**config.mk**
```make
export PLATFORM = sky130hd
export DESIGN_NAME = fdv_regs
export DESIGN_NICKNAME = d
export VERILOG_FILES = /design/src/fdv_pkg.sv /design/src/fdv_regs.sv
export VERILOG_INCLUDE_DIRS = /design/src
export SDC_FILE = /design/constraint.sdc
export NUM_CORES = 1
export LEC_CHECK = 0
export BUFFER_PORTS_ARGS = -buffer_cell sky130_fd_sc_hd__buf_2
export CORE_MARGIN = 2
export CORE_UTILIZATION = 46
export CTS_BUF_LIST = sky130_fd_sc_hd__clkbuf_16
export CTS_CLUSTER_SIZE = 16
export DETAILED_ROUTE_END_ITERATION = 6
export MAX_ROUTING_LAYER = met4
export PLACE_DENSITY = 0.8
export SYNTH_ARGS = -nofsm -noshare
export SYNTH_HDL_FRONTEND = slang
export SYNTH_SLANG_ARGS = --single-unit
```
**constraint.sdc**
```tcl
create_clock -name mclk -period 2.44 [get_ports mclk]
set_input_delay 0.488 -clock mclk [delete_from_list [all_inputs] [get_ports mclk]]
set_output_delay 0.488 -clock mclk [all_outputs]
set_load 0.005 [all_outputs]
```
**src/fdv_consts.svh**
```systemverilog
// Constants for the floppy vendor configuration register bank.
// How it works
// - Only the hard reset loads defaults; soft reset leaves every register untouched.
// - Mode bit 0 picks normal floppy mode or enhanced mode 2.
// - Mode bit 1 picks burst DMA at 0, non-burst DMA at 1.
// - Mode bits 3:2 pick the interface mode; 10 is reserved.
// - Mode bit 4 swaps drive and motor selects of drives 0 and 1.
// - Mode bit 5 shuts the core down; only four I/O registers accept writes.
// - In shutdown all pins float except density, drive and motor selects.
// - Mode bit 6 picks open-drain at 0, push-pull at 1.
// - Mode bit 7 floats every floppy output.
// - Mode bits 6 and 7 leave the parallel-port floppy pins alone.
// - Option bits 3:2 leave density alone, force it high, or force low.
// - Type register holds four 2-bit drive types, all reset to ones.
// - Index f3 is read-only and always reads zero.
// - Per-drive bits 1:0 select the drive type, reset zero.
// - Per-drive bits 4:3 select the data-rate table.
// - Per-drive bit 6 set disables write precompensation.
// - Per-drive bits 2, 5 and 7 are read-only zero.
// - The second per-drive register matches the first in layout and default.
// - Powered down or disabled, interrupt and DMA requests are suppressed.
`ifndef FDV_CONSTS_SVH
`define FDV_CONSTS_SVH
`define FDV_IDX_MODE 8'hf0
`define FDV_IDX_OPT 8'hf1
`define FDV_IDX_TYPE 8'hf2
`define FDV_IDX_RSVD 8'hf3
`define FDV_IDX_DRV0 8'hf4
`define FDV_IDX_DRV1 8'hf5
`define FDV_RST_MODE 8'h0e
`define FDV_RST_OPT 8'h00
`define FDV_RST_TYPE 8'hff
`define FDV_RST_DRV 8'h00
`define FDV_MASK_OPT 8'hcc
`define FDV_MASK_DRV 8'h5b
`define FDV_B_COMPAT 0
`define FDV_B_NOBURST 1
`define FDV_B_ENC 2
`define FDV_B_IDENT 3
`define FDV_B_SWAP 4
`define FDV_B_SHUT 5
`define FDV_B_PUSH 6
`define FDV_B_TRI 7
`define FDV_B_DEN_LO 2
`define FDV_B_DEN_HI 3
`define FDV_B_BOOT_LO 6
`define FDV_B_BOOT_HI 7
`define FDV_B_PRECOMP 6
`define FDV_DEN_FORCE_ONE 2'b10
`define FDV_DEN_FORCE_ZERO 2'b11
`define FDV_IO_DIGITAL_OUTPUT 3'h2
`define FDV_IO_TAPE_DRIVE 3'h3
`define FDV_IO_RATE_SELECT 3'h4
`define FDV_IO_CONFIG_CONTROL 3'h7
`define FDV_NPIN 10
`define FDV_NKEEP 6
`define FDV_NPP 4
`endif

```
**src/fdv_pkg.sv**
```systemverilog
// Types shared by the floppy vendor configuration register bank.
package fdv_pkg;
  typedef enum logic [1:0] {
    FDV_IDLE = 2'b01,
    FDV_ACK  = 2'b10
  } fdv_bus_state_t;
  typedef logic [7:0] fdv_byte_t;
endpackage

```
**src/fdv_regs.sv**
```systemverilog
// Floppy vendor configuration registers with pin, write and request gating.
//
// Decided for this implementation: register access over Avalon-MM.
`timescale 1ns/1ps
`include "fdv_consts.svh"
module fdv_regs
  import fdv_pkg::*;
(
  input  wire logic                  mclk,
  input  wire logic                  rst_n,
  input  wire logic                  ce,
  input  wire logic                  soft_rst,
  input  wire logic [9:0]            avs_address,
  input  wire logic                  avs_read,
  input  wire logic                  avs_write,
  input  wire logic [31:0]           avs_writedata,
  input  wire logic [3:0]            avs_byteenable,
  output logic [31:0]                avs_readdata,
  output logic                       avs_waitrequest,
  input  wire logic                  core_io_wr,
  input  wire logic [2:0]            core_io_ofs,
  output logic                       core_io_wr_ok,
  input  wire logic                  core_irq,
  input  wire logic                  core_drq,
  input  wire logic                  core_dma_en,
  input  wire logic                  core_pwr_down,
  output logic                       fdc_irq,
  output logic                       fdc_drq,
  input  wire logic [1:0]            core_drive_select_n,
  input  wire logic [1:0]            core_motor_on_n,
  input  wire logic [1:0]            core_density,
  input  wire logic [3:0]            core_misc,
  output logic [`FDV_NPIN-1:0]       fdd_pin_o,
  output logic [`FDV_NPIN-1:0]       fdd_pin_oe,
  input  wire logic [`FDV_NPP-1:0]   pp_pin_i,
  output logic [`FDV_NPP-1:0]        pp_pin_o,
  output logic [`FDV_NPP-1:0]        pp_pin_oe,
  output logic                       compat_mode,
  output logic                       non_burst_dma,
  output logic                       encoding_flag,
  output logic                       iface_ident,
  output logic                       drive_swap,
  output logic                       core_shutdown,
  output logic [1:0]                 boot_drive,
  output logic [7:0]                 drive_types,
  output logic [1:0]                 drive0_type,
  output logic [1:0]                 drive0_rate_table,
  output logic                       drive0_precomp_off,
  output logic [1:0]                 drive1_type,
  output logic [1:0]                 drive1_rate_table,
  output logic                       drive1_precomp_off
);

  fdv_bus_state_t        state_reg;
  logic                  wait_reg;
  logic [31:0]           rdata_reg;
  fdv_byte_t             mode_reg;
  fdv_byte_t             opt_reg;
  fdv_byte_t             type_reg;
  fdv_byte_t             drv_reg [2];
  fdv_byte_t             rd_byte;
  fdv_byte_t             wdata;
  logic [7:0]            idx;
  logic                  req;
  logic                  wr_hit;
  logic                  shut;
  logic                  push;
  logic                  tri_all;
  logic [1:0]            sel_n;
  logic [1:0]            mtr_n;
  logic [1:0]            den;
  logic [`FDV_NPIN-1:0]  pin_val;
  logic [`FDV_NPIN-1:0]  pin_o_reg;
  logic [`FDV_NPIN-1:0]  pin_oe_reg;
  logic [`FDV_NPP-1:0]   pp_o_reg;
  logic [`FDV_NPP-1:0]   pp_oe_reg;
  logic                  io_allowed;
  logic                  io_ok_reg;
  logic                  irq_reg;
  logic                  drq_reg;

  assign idx     = avs_address[9:2];
  assign wdata   = avs_writedata[7:0];
  assign req     = avs_read | avs_write;
  assign wr_hit  = ce & avs_write & avs_byteenable[0] & (state_reg == FDV_ACK);
  assign shut    = mode_reg[`FDV_B_SHUT];
  assign push    = mode_reg[`FDV_B_PUSH];
  assign tri_all = mode_reg[`FDV_B_TRI];

  // Every request gets exactly one cycle with waitrequest low, so reads cost no extra state.
  always_ff @(posedge mclk or negedge rst_n) begin
    if (!rst_n) begin
      state_reg <= FDV_IDLE;
      wait_reg  <= 1'b1;
    end else if (ce) begin
      case (state_reg)
        FDV_IDLE: begin
          if (req) begin
            state_reg <= FDV_ACK;
            wait_reg  <= 1'b0;
          end
        end
        FDV_ACK: begin
          state_reg <= FDV_IDLE;
          wait_reg  <= 1'b1;
        end
        default: begin
          state_reg <= FDV_IDLE;
          wait_reg  <= 1'b1;
        end
      endcase
    end
  end

  always_comb begin
    rd_byte = 8'h00;
    case (idx)
      `FDV_IDX_MODE: rd_byte = mode_reg;
      `FDV_IDX_OPT:  rd_byte = opt_reg;
      `FDV_IDX_TYPE: rd_byte = type_reg;
      `FDV_IDX_RSVD: rd_byte = 8'h00;
      `FDV_IDX_DRV0: rd_byte = drv_reg[0];
      `FDV_IDX_DRV1: rd_byte = drv_reg[1];
      default:       rd_byte = 8'h00;
    endcase
  end

  always_ff @(posedge mclk or negedge rst_n) begin
    if (!rst_n) begin
      rdata_reg <= 32'h0;
    end else if (ce && state_reg == FDV_IDLE && avs_read) begin
      rdata_reg <= {24'h0, rd_byte};
    end
  end

  // The soft reset input is deliberately not used here; only rst_n restores defaults.
  always_ff @(posedge mclk or negedge rst_n) begin
    if (!rst_n) begin
      mode_reg <= `FDV_RST_MODE;
      opt_reg  <= `FDV_RST_OPT;
      type_reg <= `FDV_RST_TYPE;
    end else if (wr_hit) begin
      if (idx == `FDV_IDX_MODE) begin
        mode_reg <= wdata;
      end
      if (idx == `FDV_IDX_OPT) begin
        opt_reg <= wdata & `FDV_MASK_OPT;
      end
      if (idx == `FDV_IDX_TYPE) begin
        type_reg <= wdata;
      end
    end
  end

  for (genvar g = 0; g < 2; g++) begin : g_drv
    always_ff @(posedge mclk or negedge rst_n) begin
      if (!rst_n) begin
        drv_reg[g] <= `FDV_RST_DRV;
      end else if (wr_hit && idx == 8'(`FDV_IDX_DRV0 + g)) begin
        drv_reg[g] <= wdata & `FDV_MASK_DRV;
      end
    end
  end

  always_comb begin
    sel_n = core_drive_select_n;
    mtr_n = core_motor_on_n;
    den   = core_density;
    if (mode_reg[`FDV_B_SWAP]) begin
      sel_n = {core_drive_select_n[0], core_drive_select_n[1]};
      mtr_n = {core_motor_on_n[0], core_motor_on_n[1]};
    end
    if (opt_reg[`FDV_B_DEN_HI:`FDV_B_DEN_LO] == `FDV_DEN_FORCE_ONE) begin
      den = 2'b11;
    end else if (opt_reg[`FDV_B_DEN_HI:`FDV_B_DEN_LO] == `FDV_DEN_FORCE_ZERO) begin
      den = 2'b00;
    end
    pin_val = {core_misc, den, mtr_n, sel_n};
  end

  // Open-drain pins only ever pull low, so a high level is left to the board pull-up.
  for (genvar i = 0; i < `FDV_NPIN; i++) begin : g_pin
    logic drive_en;
    assign drive_en = !tri_all && (!shut || i < `FDV_NKEEP);
    always_ff @(posedge mclk or negedge rst_n) begin
      if (!rst_n) begin
        pin_o_reg[i]  <= 1'b0;
        pin_oe_reg[i] <= 1'b0;
      end else if (ce) begin
        if (push) begin
          pin_o_reg[i]  <= pin_val[i];
          pin_oe_reg[i] <= drive_en;
        end else begin
          pin_o_reg[i]  <= 1'b0;
          pin_oe_reg[i] <= drive_en & ~pin_val[i];
        end
      end
    end
  end

  // The parallel-port floppy pins ignore driver type and tri-state control.
  always_ff @(posedge mclk or negedge rst_n) begin
    if (!rst_n) begin
      pp_o_reg  <= '0;
      pp_oe_reg <= '0;
    end else if (ce) begin
      pp_o_reg  <= pp_pin_i;
      pp_oe_reg <= {`FDV_NPP{!shut}};
    end
  end

  always_comb begin
    io_allowed = !shut;
    case (core_io_ofs)
      `FDV_IO_DIGITAL_OUTPUT: io_allowed = 1'b1;
      `FDV_IO_TAPE_DRIVE:     io_allowed = 1'b1;
      `FDV_IO_RATE_SELECT:    io_allowed = 1'b1;
      `FDV_IO_CONFIG_CONTROL: io_allowed = 1'b1;
      default:                io_allowed = !shut;
    endcase
  end

  always_ff @(posedge mclk or negedge rst_n) begin
    if (!rst_n) begin
      io_ok_reg <= 1'b0;
    end else if (ce) begin
      io_ok_reg <= core_io_wr & io_allowed;
    end
  end

  // Shutdown counts as disabled, so requests stay quiet while the core is off.
  always_ff @(posedge mclk or negedge rst_n) begin
    if (!rst_n) begin
      irq_reg <= 1'b0;
      drq_reg <= 1'b0;
    end else if (ce) begin
      irq_reg <= core_irq & core_dma_en & ~core_pwr_down & ~shut;
      drq_reg <= core_drq & core_dma_en & ~core_pwr_down & ~shut;
    end
  end

  assign avs_readdata       = rdata_reg;
  assign avs_waitrequest    = wait_reg;
  assign core_io_wr_ok      = io_ok_reg;
  assign fdc_irq            = irq_reg;
  assign fdc_drq            = drq_reg;
  assign fdd_pin_o          = pin_o_reg;
  assign fdd_pin_oe         = pin_oe_reg;
  assign pp_pin_o           = pp_o_reg;
  assign pp_pin_oe          = pp_oe_reg;
  assign compat_mode        = mode_reg[`FDV_B_COMPAT];
  assign non_burst_dma      = mode_reg[`FDV_B_NOBURST];
  assign encoding_flag      = mode_reg[`FDV_B_ENC];
  assign iface_ident        = mode_reg[`FDV_B_IDENT];
  assign drive_swap         = mode_reg[`FDV_B_SWAP];
  assign core_shutdown      = mode_reg[`FDV_B_SHUT];
  assign boot_drive         = opt_reg[`FDV_B_BOOT_HI:`FDV_B_BOOT_LO];
  assign drive_types        = type_reg;
  assign drive0_type        = drv_reg[0][1:0];
  assign drive0_rate_table  = drv_reg[0][4:3];
  assign drive0_precomp_off = drv_reg[0][`FDV_B_PRECOMP];
  assign drive1_type        = drv_reg[1][1:0];
  assign drive1_rate_table  = drv_reg[1][4:3];
  assign drive1_precomp_off = drv_reg[1][`FDV_B_PRECOMP];
endmodule

```
Yosys cells after proc, flatten, opt, wreduce, memory -nomap -nowiden
Cells that the tools add are included.
Cells by class
  multiplexer cells: 30
  equality and inequality tests: 14
  bitwise logic cells: 33
  reductions and logical operators: 12
Operators by type and width (count)
  8-bit equality test (second input constant): 5
  8-bit one-hot mux with 5 select lines: 1
  1-bit two-way mux: 23
  1-bit bitwise AND: 20
  2-bit two-way mux: 6
  1-bit NOT: 12
  2-bit AND reduction: 4
  2-bit equality test (second input constant): 3
  3-bit by 2-bit equality test with 1-bit output (second input constant): 2
  3-bit equality test (second input constant): 2
  1-bit logical AND: 5
  4-bit OR reduction: 1
  2-bit by 1-bit equality test with 1-bit output (second input constant): 1
  1-bit logical NOT: 2
  2-bit != test (second input constant): 1
  1-bit bitwise OR: 1
Storage, ports and cells
  register bits after elaboration: 69
  word-level logic and storage cells: 122
  bits of input ports: 74
  output and inout port bits: 90

Logic depth before layout (Yosys ltp)
Gate-level depths: netlist of run 1.
  depth in word-level cells: 6
  gate-level depth with buffers: 6
  mapped depth without buffers: 4

Worst setup path before layout of run 1
Ideal clock, no wire load.
  kind: in2reg
  start point: input avs_address[5]
  end point: register mode_reg[0]
  path buffers: 2
  data required time: 2.315 ns
  slack: 0.493 ns
  stages on the path: 6
  library setup time: 0.125 ns
  arrival time: 1.822 ns
  cell sequence: nand3b_4 -> or2_1 -> buf_2 -> or3_1 -> buf_6 -> mux2_4
Between the ends
  cells in the longest elaborated chain, start to end: 2
Ends and longest elaborated chain
  from (decl): line fdv_regs.sv:13  | input wire logic [9:0] avs_address,
  8-bit equality test
  2-bit AND reduction (no source line)
  to (signal assigned): line fdv_regs.sv:139  | mode_reg <= `FDV_RST_MODE;
  to (signal assigned): line fdv_regs.sv:144  | mode_reg <= wdata;
  to (decl): line fdv_regs.sv:57  | fdv_byte_t mode_reg;
Every way passes these cells.
A chain may end at the register's enable or synchronous reset.

Final worst setup path of run 1
  start point: register state_reg[1]
  end point: register mode_reg[7]
Between the ends
  cells in the longest elaborated chain, start to end: 3
Ends and longest elaborated chain
  from (decl): line fdv_regs.sv:54  | fdv_bus_state_t state_reg;
  from (signal assigned): line fdv_regs.sv:93  | state_reg <= FDV_IDLE;
  from (signal assigned): line fdv_regs.sv:99  | state_reg <= FDV_ACK;
  from (signal assigned): line fdv_regs.sv:104  | state_reg <= FDV_IDLE;
  2-bit equality test: line fdv_regs.sv:85  | assign wr_hit = ce & avs_write & avs_byteenable[0] & (state_reg == FDV_ACK);
  1-bit bitwise AND: line fdv_regs.sv:85
  2-bit AND reduction (no source line)
Every way passes these cells.

==> insert_results.sql, run 1 <==
INSERT INTO impl_metrics (metric_group, metric, value, unit) VALUES
('setup_path', 'cp_max_fo', '8', ''),
('outcome', 'run_status', 'finished, final reports clean', ''),
('floorplan', 'start_util', '47.10', '%'),
('floorplan', 'rows', '31', ''),
('cts', 'cts.sink_count', '68', ''),
('pwr', 'power.sequential.fraction', '47.3', '%'),
('placement', 'dpl.cell_count', '489', ''),
('final_layout', 'nNetsFinal', '475', ''),
('route', 'viasPerCell', '4.945', ''),
('pwr', 'net-switching-power', '594.1', 'uW'),
('route', 'vias', '2497', ''),
('floorplan', 'num_io_pins', '164', ''),
('sta', 'hold_ws', '0.1768', 'ns'),
('floorplan', 'die_h', '89.95', 'microns'),
('sta', 'rsz0062_at_grt', 'no', ''),
('synthesis', 'number_of_different_library_cells_in_the_post_synthesis_netlist', '39', ''),
('global_routing', 'grt_usage', '20.25', '%'),
('synthesis', 'synth.yosys.seq_area_share', '50.52', '%'),
('setup_path', 'setup.worst_path.end_class', 'flip-flop', ''),
('pwr', 'power_total', '2526', 'uW'),
('pwr', 'p_int', '1932', 'uW'),
('synthesis', 'post_synth_fa_ha_maj_area_fraction', '0', '%'),
('sta', 'fmax', '496.4', 'MHz'),
('global_routing', 'grt_antenna_before_repair', '0', ''),
('setup_path', 'critical_path.startpoint_type', 'flip-flop', ''),
('route', 'drtAntennaViolNets', '0', ''),
('sta', 'drv_slew', '0', ''),
('synthesis', 'synth-xor-area-share', '0.2577', '%'),
('floorplan', 'design.die.area', '0.008091', 'sq mm'),
('route', 'routedWlPerCell', '15.15', 'microns'),
('cts', 'holdBufCountCts', '0', ''),
('floorplan', 'die_width', '89.95', 'microns'),
('sta', 'hold_viol', '0', ''),
('final_layout', 'stdcell_count', '505', ''),
('pwr', 'static_leakage_power', '0.002160', 'uW'),
('placement', 'port_buffer_cells', '109', ''),
('global_routing', 'grt_pass1_wl', '12.66', 'mm'),
('setup_path', 'crit_path_top_delay_cell', 'sky130_fd_sc_hd__or3_1', ''),
('route', 'drc_violations_left', '0', ''),
('global_routing', 'grt_overflow_total', '0', ''),
('sta', 'skew', '0.005971', 'ns'),
('synthesis', 'syn-mean-instance-area', '11.40', 'sq um'),
('cts', 'cts_root_buf', 'sky130_fd_sc_hd__clkbuf_16', ''),
('synthesis', 'synth_compound_area_share', '9.021', '%'),
('pwr', 'power_switching_share', '23.52', '%'),
('placement', 'place.detailed.hpwl', '5.631', 'mm'),
('route', 'finalWirelength', '7.650', 'mm'),
('synthesis', 'yosys_register_bits', '68', ''),
('final_layout', 'drive_gt1_share', '44.58', '%'),
('setup_path', 'criticalPathCategory', 'flip-flop to flip-flop', ''),
('cts', 'htreeDepth', '3', ''),
('sta', 'setup-violations-final', '0', ''),
('sta', 'final_period_minus_worst_setup_slack', '2.014', 'ns'),
('synthesis', 'yosys.area_share.simple', '9.647', '%'),
('final_layout', 'num-fill-cells', '642', ''),
('route', 'firstDrtPassIters', '4', ''),
('cts', 'cts_max_path_buffers', '2', ''),
('cts', 'tritoncts_clock_tree', 'built', ''),
('cts', 'worstSkewPairLatency', '0.32', 'ns'),
('cts', 'post-cts-setup-buffer-count', '0', ''),
('synthesis', 'largest_family_of_logic_cells_by_synthesized_area', 'multiplexers', ''),
('job', 'cap_viol_max_count', '0', ''),
('pwr', 'share_comb_of_total_power', '8.7', '%'),
('floorplan', 'design.core.area', '0.007214', 'sq mm'),
('setup_path', 'critPathMaxStageDelay', '0.62', 'ns'),
('min_path', 'hp-class', 'input pin to async pin', ''),
('global_routing', 'grt_start_max_net_pins', '69', ''),
('sta', 'timing_worst_slew_pin_value', '0.6049', 'ns'),
('synthesis', 'synth_mux_area_share', '18.96', '%'),
('synthesis', 'netlist_area', '0.003398', 'sq mm'),
('final_layout', 'area_delta_synth_final', '22.50', '%');
area by class of cell:
cell class,instances,area (sq um),share of cell area [%]
Clock inverter,7,33.78,0.8115
Multi-Input combinational cell,183,1378,33.09
Tap cell,99,123.9,2.976
Clock buffer,9,225.2,5.410
Sequential cell,68,1717,41.24
Inverter,26,97.59,2.344
Timing Repair Buffer,113,588.1,14.13
metal layers:
layer  vias to the layer above  track usage (%)  share of wire, %
li1                       1177                -                 -
met1                      1210            25.80                44
met2                        98            32.13                50
met3                        12            4.275               4.6
met4                         0            7.692               2.3
met5                         -                -                 0
metrics by stage:
stage	cell area [sq um]	worst slack [ns]	util, %
2_1_floorplan	3485	0.4932	-
3_3_place_gp	3904	0.1930	54.11
3_5_place_dp	3904	0.1680	54.11
4_1_cts	4163	0.4330	57.70
5_1_grt	4163	0.3719	57.70
6_report	4163	0.4255	57.70
cell usage in the layout (no fill, tap or decap), types with 2 or more instances in the layout:
cell type and count:
sky130_fd_sc_hd__inv_1 26, sky130_fd_sc_hd__mux2_4 16, sky130_fd_sc_hd__nand2b_1 8, sky130_fd_sc_hd__buf_2 109
sky130_fd_sc_hd__or2_2 2, sky130_fd_sc_hd__conb_1 24, sky130_fd_sc_hd__dfstp_2 12, sky130_fd_sc_hd__nand2_1 13
sky130_fd_sc_hd__o211ai_1 6, sky130_fd_sc_hd__clkbuf_16 9, sky130_fd_sc_hd__o22a_1 3, sky130_fd_sc_hd__clkinv_2 3
sky130_fd_sc_hd__mux2i_1 19, sky130_fd_sc_hd__nand3_1 9, sky130_fd_sc_hd__mux2_2 19, sky130_fd_sc_hd__or3_1 3
sky130_fd_sc_hd__o22ai_1 10, sky130_fd_sc_hd__nor2b_1 4, sky130_fd_sc_hd__clkinv_1 3, sky130_fd_sc_hd__buf_4 3
sky130_fd_sc_hd__dfrtp_1 56, sky130_fd_sc_hd__nor2_1 4, sky130_fd_sc_hd__o21ai_0 22, sky130_fd_sc_hd__a21oi_1 6
worst paths after layout:
kind,startpoint,to,slack [ns],cells after the start
setup / recovery,state_reg[1],mode_reg[7],0.43,4
hold / removal,rst_n,pp_pin_o[0],0.18,2
setup reg to reg,state_reg[1],mode_reg[7],0.43,4
hold reg to reg,avs_readdata[1],avs_readdata[1],0.47,2
max in group asynchronous,rst_n,drive_types[2],1.94,2
min in group mclk,pp_pin_i[2],pp_pin_o[2],0.40,2
logic make-up (layout without fill, tap and decap cells):
group | count (synthesis) | count (layout)
buf+inv | 70 | 155
flops | 68 | 68
mux | 54 | 54
simple gates | 53 | 53
compound gates | 51 | 51
other cells | 1 | 24
xor+xnor | 1 | 1
critical path: cells and delay by family (launching register included):
kind	cells	cell delay (ns)
flops	1	0.39
mux	1	0.39
simple gates	3	1.10
synth_stat cells:
library cell,instances,area share (%)
sky130_fd_sc_hd__mux2_4,16,7.1
sky130_fd_sc_hd__nor4_2,1,0.37
sky130_fd_sc_hd__buf_6,2,0.66
sky130_fd_sc_hd__or3_1,3,0.55
sky130_fd_sc_hd__buf_1,2,0.22
sky130_fd_sc_hd__nand3b_4,1,0.59
sky130_fd_sc_hd__buf_4,29,6.4
sky130_fd_sc_hd__nand4b_1,1,0.26
sky130_fd_sc_hd__or2_2,2,0.37
sky130_fd_sc_hd__or3_4,1,0.33
sky130_fd_sc_hd__dfrtp_1,56,41
sky130_fd_sc_hd__o22ai_1,10,1.8
sky130_fd_sc_hd__a211o_1,1,0.26
sky130_fd_sc_hd__buf_2,3,0.44
sky130_fd_sc_hd__dfstp_2,12,9.3
sky130_fd_sc_hd__nand3_1,9,1.3
sky130_fd_sc_hd__o21a_1,1,0.22
sky130_fd_sc_hd__o21ai_0,22,3.2
sky130_fd_sc_hd__nand2_1,13,1.4
sky130_fd_sc_hd__a21oi_1,6,0.88
sky130_fd_sc_hd__mux2i_1,19,5.6
sky130_fd_sc_hd__mux2_2,19,6.3
sky130_fd_sc_hd__nor2_1,4,0.44
sky130_fd_sc_hd__nor4_4,1,0.63
sky130_fd_sc_hd__xnor2_1,1,0.26
sky130_fd_sc_hd__a21boi_0,1,0.22
sky130_fd_sc_hd__nand4_1,1,0.18
sky130_fd_sc_hd__nand2b_1,8,1.5
sky130_fd_sc_hd__o41ai_1,1,0.26
sky130_fd_sc_hd__inv_1,26,2.9
sky130_fd_sc_hd__o22a_1,3,0.77
sky130_fd_sc_hd__or2_1,1,0.18
sky130_fd_sc_hd__nand3b_1,1,0.22
sky130_fd_sc_hd__or3b_2,1,0.26
sky130_fd_sc_hd__o211ai_1,6,1.3
sky130_fd_sc_hd__nor2b_1,4,0.74
sky130_fd_sc_hd__nor3_2,1,0.29
sky130_fd_sc_hd__conb_1,1,0.11
sky130_fd_sc_hd__clkbuf_1,8,0.88
power groups by stage:
stage,registers [uW],clock network (uW),logic (uW)
6_report,1190,1110,220
5_1_grt,1200,1190,247
4_1_cts,1190,1130,222
3_5_place_dp,1210,0,221
3_3_place_gp,1210,0,213
2_1_floorplan,1210,0,128
(Power assumes the default switching activity.)
==> inputs of run 2 (changes only) <==
Clock period 2.44 ns to 1.94 ns, I/O delays scaled along.
==> insert_results.sql, run 2 (synthesis gave the netlist of run 1 again) <==
INSERT INTO impl_metrics (metric_group, metric, value, unit) VALUES
('cts', 'ctsResizeCount', '0', ''),
('min_path', 'hp-class', 'input pin to async pin', ''),
('job', 'cap_viol_max_count', '0', ''),
('sta', 'timing.final.crit_share', '96.64', '%'),
('floorplan', 'num_io_pins', '164', ''),
('setup_path', 'criticalPathCategory', 'flip-flop to flip-flop', ''),
('final_layout', 'multi_input_logic_area', '0.001378', 'sq mm'),
('placement', 'globalplace.congestion', '0.8303', ''),
('cts', 'cts.sink_count', '68', ''),
('route', 'vias', '2580', ''),
('pwr', 'p_clk_share', '43.2', '%'),
('pwr', 'power_per_cell_area', '735.0', 'mW/mm^2'),
('placement', 'port_buffer_cells', '109', ''),
('pwr', 'max-vdd-ir-drop', '0.0004921', 'V'),
('cts', 'cts.reportedPaths.clkPinSlew', '0.05', 'ns'),
('final_layout', 'sequential_area', '0.001717', 'sq mm'),
('setup_path', 'worstPathRequired', '2.15', 'ns'),
('sta', 'timing_worst_slew_pin_value', '0.5435', 'ns'),
('pwr', 'p_int', '2437', 'uW'),
('final_layout', 'drive_gt1_share', '46.70', '%'),
('route', 'viasPerCell', '4.933', ''),
('sta', 'drv_slew', '0', ''),
('cts', 'worstSkewPairLatency', '0.32', 'ns'),
('floorplan', 'die_h', '89.95', 'microns'),
('route', 'drc_violations_left', '0', ''),
('sta', 'fmax', '533.4', 'MHz'),
('final_layout', 'stdcell_count', '523', ''),
('final_layout', 'num-fill-cells', '599', ''),
('final_layout', 'layout.cells.most_common_list', '109 x sky130_fd_sc_hd__buf_2, 56 x sky130_fd_sc_hd__dfrtp_1, 28 x sky130_fd_sc_hd__inv_1', ''),
('sta', 'skew', '0.005336', 'ns'),
('floorplan', 'design.die.area', '0.008091', 'sq mm'),
('pwr', 'static_leakage_power', '0.002258', 'uW'),
('route', 'firstDrtPassIters', '4', ''),
('final_layout', 'layout.cell_area.non_filler', '0.004309', 'sq mm'),
('pwr', 'net-switching-power', '729.7', 'uW'),
('outcome', 'run_status', 'finished, final reports clean', ''),
('floorplan', 'rows', '31', ''),
('pwr', 'share_comb_of_total_power', '9.4', '%'),
('cts', 'post-cts-setup-buffer-count', '0', ''),
('placement', 'place_area', '0.004059', 'sq mm'),
('placement', 'dpl.cell_count', '508', ''),
('sta', 'hold_viol', '0', ''),
('final_layout', 'area_delta_synth_final', '26.80', '%'),
('sta', 'final_period_minus_worst_setup_slack', '1.875', 'ns'),
('global_routing', 'grt_pass1_wl', '13.03', 'mm'),
('sta', 'rsz0062_at_grt', 'no', ''),
('floorplan', 'start_util', '47.10', '%'),
('setup_path', 'critical_path_arrival', '2.08', 'ns'),
('global_routing', 'first_global_vias', '2546', ''),
('global_routing', 'grt_antenna_before_repair', '0', ''),
('cts', 'cts_root_buf', 'sky130_fd_sc_hd__clkbuf_16', ''),
('route', 'routedWlPerCell', '15.06', 'microns'),
('global_routing', 'grt_overflow_total', '0', ''),
('cts', 'number_of_cts_inserted_buffers', '9', ''),
('cts', 'cts_max_path_buffers', '2', ''),
('pwr', 'power.sequential.fraction', '47.4', '%'),
('route', 'finalWirelength', '7.876', 'mm'),
('floorplan', 'design.core.area', '0.007214', 'sq mm'),
('setup_path', 'setup.worst_path.end_class', 'flip-flop', ''),
('setup_path', 'critical_path.startpoint_type', 'flip-flop', ''),
('route', 'drtAntennaViolNets', '0', ''),
('sta', 'maxSlewHeadroom', '63.77', '%'),
('setup_path', 'cp_max_fo', '5', ''),
('pwr', 'power_switching_share', '23.04', '%'),
('global_routing', 'grt_usage', '20.94', '%'),
('cts', 'holdBufCountCts', '0', ''),
('final_layout', 'postLayoutCoreUtil', '59.73', '%'),
('sta', 'setup-violations-final', '0', ''),
('route', 'drtIter0Drc', '157', ''),
('setup_path', 'worst-r2r-setup-slack', '0.07', 'ns'),
('final_layout', 'nNetsFinal', '494', ''),
('final_layout', 'num_antenna_cells', '0', ''),
('cts', 'tritoncts_clock_tree', 'built', ''),
('global_routing', 'grt_start_max_net_pins', '47', ''),
('cts', 'htreeDepth', '3', ''),
('final_layout', 'leading_cell_type_in_the_layout_fill_and_taps_excluded', 'sky130_fd_sc_hd__buf_2', ''),
('placement', 'place.detailed.hpwl', '5.860', 'mm'),
('floorplan', 'die_width', '89.95', 'microns');
-- run 2: cell types whose count changed in the layout (fill, tap and decap cells not counted), sizes merged --
cell / before / now
clkinv: 6 / 4
inv: 26 / 28
buf: 113 / 132
clkinvlp: 1 / 0
-- run 2: worst paths after layout --
kind                            startpoint              end  cells after the start
max                           state_reg[1]      mode_reg[5]                      5
min                                  rst_n    fdd_pin_oe[5]                      1
max reg2reg                   state_reg[1]      mode_reg[5]                      5
min reg2reg                avs_readdata[0]  avs_readdata[0]                      2
max in group asynchronous            rst_n      mode_reg[2]                      2
min in group mclk              pp_pin_i[2]      pp_pin_o[2]                      2
-- run 2: per-layer routing --
metal	vias to the layer above	GRT usage, %	wire length [microns]
met5	-	-	0
met4	0	9.103	167
met3	14	3.269	410
met2	99	33.27	3874
met1	1261	26.90	3423
li1	1206	-	-
-- run 2: metrics by stage --
stage	TNS (ns)	hold WS [ns]	setup slack (ns)	power, uW
6_report	0	0.04502	0.06527	3167
5_1_grt	0	0.08445	0.01857	3289
4_1_cts	0	0.06225	0.07367	3189
3_5_place_dp	-0.1350	0.4052	-0.03349	1823
3_3_place_gp	-0.05237	0.3942	-0.01616	1812
2_1_floorplan	0	0.09241	0.09320	1685
-- run 2: critical path, stage by stage, from the launching register on --
cell                      delay, ns
sky130_fd_sc_hd__dfrtp_1       0.40
sky130_fd_sc_hd__nand4_1       0.11
sky130_fd_sc_hd__or3_4         0.37
sky130_fd_sc_hd__or3_1         0.40
sky130_fd_sc_hd__buf_4         0.19
sky130_fd_sc_hd__mux2_4        0.29
-- run 2: power groups by stage --
stage | logic (uW) | clock network, uW | registers (uW)
after floorplan | 161 | 0 | 1520
after global placement | 289 | 0 | 1520
after detailed placement | 298 | 0 | 1530
after CTS | 300 | 1390 | 1500
after global routing | 332 | 1450 | 1510
final | 297 | 1370 | 1500
-- run 2: layout make-up --
class	count	share of cell area (%)
clock buffers	9	5.226
clock inverters	6	0.5807
inverters	26	2.265
multi-input cells	183	31.97
flip-flops and latches	68	39.84
well taps	99	2.875
repair buffers	132	17.25
==> inputs of run 3 (changes only) <==
Settings changed: HOLD_SLACK_MARGIN set to 0.1.
==> insert_results.sql, run 3 (synthesis gave the netlist of run 1 again) <==
INSERT INTO impl_metrics (metric_group, metric, value, unit) VALUES
('outcome', 'run_status', 'finished, final reports clean', ''),
('cts', 'cts_root_buf', 'sky130_fd_sc_hd__clkbuf_16', ''),
('placement', 'globalplace.congestion', '0.8303', ''),
('global_routing', 'grt_pass1_wl', '13.03', 'mm'),
('setup_path', 'critical_path_arrival', '2.09', 'ns'),
('route', 'vias', '2586', ''),
('sta', 'drv_slew', '0', ''),
('cts', 'post-cts-setup-buffer-count', '0', ''),
('route', 'drtIter0Drc', '130', ''),
('sta', 'setup-violations-final', '0', ''),
('route', 'drc_violations_left', '0', ''),
('cts', 'worstSkewPairLatency', '0.33', 'ns'),
('setup_path', 'cell_chain_of_the_critical_path', 'nand4_1, or3_4, or3_1, buf_4, mux2_4', ''),
('pwr', 'max-vdd-ir-drop', '0.0004921', 'V'),
('final_layout', 'layout.cells.most_common_list', '109 x sky130_fd_sc_hd__buf_2, 56 x sky130_fd_sc_hd__dfrtp_1, 28 x sky130_fd_sc_hd__inv_1', ''),
('cts', 'cts.sink_count', '68', ''),
('floorplan', 'design.die.area', '0.008091', 'sq mm'),
('setup_path', 'critical_path.startpoint_type', 'flip-flop', ''),
('global_routing', 'first_global_vias', '2546', ''),
('setup_path', 'critPathBufInv', '1', ''),
('setup_path', 'setup.worst_path.end_class', 'flip-flop', ''),
('sta', 'timing.final.crit_share', '96.91', '%'),
('cts', 'htreeDepth', '3', ''),
('global_routing', 'grt_usage', '20.94', '%'),
('final_layout', 'num_antenna_cells', '0', ''),
('global_routing', 'grt_overflow_total', '0', ''),
('final_layout', 'nNetsFinal', '495', ''),
('pwr', 'power_total', '3171', 'uW'),
('cts', 'tritoncts_clock_tree', 'built', ''),
('cts', 'holdBufCountCts', '1', ''),
('route', 'drtAntennaViolNets', '0', ''),
('sta', 'maxSlewHeadroom', '63.76', '%'),
('floorplan', 'rows', '31', ''),
('global_routing', 'grt_start_max_net_pins', '47', ''),
('floorplan', 'die_width', '89.95', 'microns'),
('pwr', 'share_comb_of_total_power', '9.4', '%'),
('sta', 'skew', '0.004495', 'ns'),
('final_layout', 'num-fill-cells', '598', ''),
('sta', 'final_period_minus_worst_setup_slack', '1.880', 'ns'),
('sta', 'hold_viol', '0', ''),
('pwr', 'static_leakage_power', '0.002262', 'uW'),
('sta', 'rsz0062_at_grt', 'no', ''),
('cts', 'cts.reportedPaths.clkPinSlew', '0.05', 'ns'),
('sta', 'fmax', '531.9', 'MHz'),
('floorplan', 'die_h', '89.95', 'microns'),
('setup_path', 'crit_path_top_delay_cell', 'sky130_fd_sc_hd__dfrtp_1', ''),
('placement', 'place.detailed.hpwl', '5.860', 'mm'),
('floorplan', 'design.core.area', '0.007214', 'sq mm'),
('setup_path', 'worstPathRequired', '2.15', 'ns'),
('cts', 'cts_max_path_buffers', '2', ''),
('setup_path', 'cpLargestDelayFamily', 'simple AND/OR/NAND/NOR gates', ''),
('route', 'routedWlPerCell', '15.13', 'microns'),
('sta', 'hold_ws', '0.2975', 'ns'),
('final_layout', 'postLayoutCoreUtil', '59.87', '%'),
('setup_path', 'critPathMaxStageDelay', '0.40', 'ns'),
('final_layout', 'drive_gt1_share', '46.59', '%'),
('setup_path', 'criticalPathCategory', 'flip-flop to flip-flop', ''),
('global_routing', 'grt_antenna_before_repair', '0', ''),
('cts', 'ctsResizeCount', '0', ''),
('floorplan', 'num_io_pins', '164', ''),
('pwr', 'p_int', '2439', 'uW'),
('pwr', 'p_clk_share', '43.2', '%'),
('pwr', 'power_per_cell_area', '734.1', 'mW/mm^2'),
('floorplan', 'start_util', '47.10', '%'),
('pwr', 'power_switching_share', '23.08', '%'),
('pwr', 'power.sequential.fraction', '47.4', '%'),
('min_path', 'hp-class', 'input pin to flip-flop', ''),
('placement', 'port_buffer_cells', '109', ''),
('pwr', 'net-switching-power', '731.8', 'uW'),
('sta', 'timing_worst_slew_pin_value', '0.5435', 'ns'),
('setup_path', 'cp_max_fo', '5', ''),
('route', 'viasPerCell', '4.935', ''),
('cts', 'number_of_cts_inserted_buffers', '9', ''),
('route', 'finalWirelength', '7.928', 'mm'),
('job', 'cap_viol_max_count', '0', ''),
('final_layout', 'leading_cell_type_in_the_layout_fill_and_taps_excluded', 'sky130_fd_sc_hd__buf_2', ''),
('final_layout', 'area_delta_synth_final', '27.10', '%'),
('route', 'firstDrtPassIters', '4', '');
==> run 3: cell count changes in the layout (fill, tap and decap cells not counted), sizes merged <==
cell,before,now
dlygate4sd3,0,1
==> run 3: path summary, 6_finish.rpt <==
kind / endpoint / startpoint / slack [ns] / depth (start not counted)
worst max-delay path: mode_reg[5] / state_reg[1] / 0.06 / 5
worst min-delay path: pp_pin_o[2] / pp_pin_i[2] / 0.30 / 2
worst max register to register: mode_reg[5] / state_reg[1] / 0.06 / 5
worst min register to register: avs_readdata[0] / avs_readdata[0] / 0.48 / 2
max in group asynchronous: mode_reg[2] / rst_n / 0.76 / 3
min in group asynchronous: fdd_pin_oe[5] / rst_n / 0.58 / 2
==> run 3: worst reg2reg max path: cells and delay by family (launching register included) <==
family | cells | cell delay (ns)
buffers and inverters | 1 | 0.19
and+or+nand+nor | 3 | 0.87
DFF | 1 | 0.40
muxes | 1 | 0.30
==> run 3: routing by layer <==
metal | routed length (microns) | global-route usage (%) | vias to the layer above
li1 | - | - | 1210
met1 | 3519 | 26.90 | 1268
met2 | 3883 | 33.27 | 94
met3 | 351 | 3.269 | 14
met4 | 173 | 9.103 | 0
met5 | 0 | - | -
==> run 3: power groups by stage <==
stage          registers, uW  clock network (uW)  logic (uW)
2_1_floorplan           1520                   0         161
3_3_place_gp            1520                   0         289
3_5_place_dp            1530                   0         298
4_1_cts                 1500                1390         302
5_1_grt                 1510                1450         334
6_report                1500                1370         299
==> run 3: metrics by stage <==
stage | setup TNS [ns] | worst slack, ns | cells | instance area, sq um
floorplan | 0 | 0.09320 | 321 | 3485
global placement | -0.05237 | -0.01616 | 508 | 4059
detailed placement | -0.1350 | -0.03349 | 508 | 4059
CTS | 0 | 0.07367 | 524 | 4319
global route | 0 | 0.01857 | 524 | 4319
finish | 0 | 0.06004 | 524 | 4319
==> run 3: final cells by class <==
| cell class | instances | area, sq um | share of cell area (%) |
|---|---|---|---|
| well taps | 99 | 123.9 | 2.868 |
| clock buffers | 9 | 225.2 | 5.214 |
| clock inverters | 6 | 25.02 | 0.5794 |
| repair buffers | 133 | 753.2 | 17.44 |
| multi-input cells | 183 | 1378 | 31.89 |
| flip-flops and latches | 68 | 1717 | 39.75 |
| inverters | 26 | 97.59 | 2.260 |
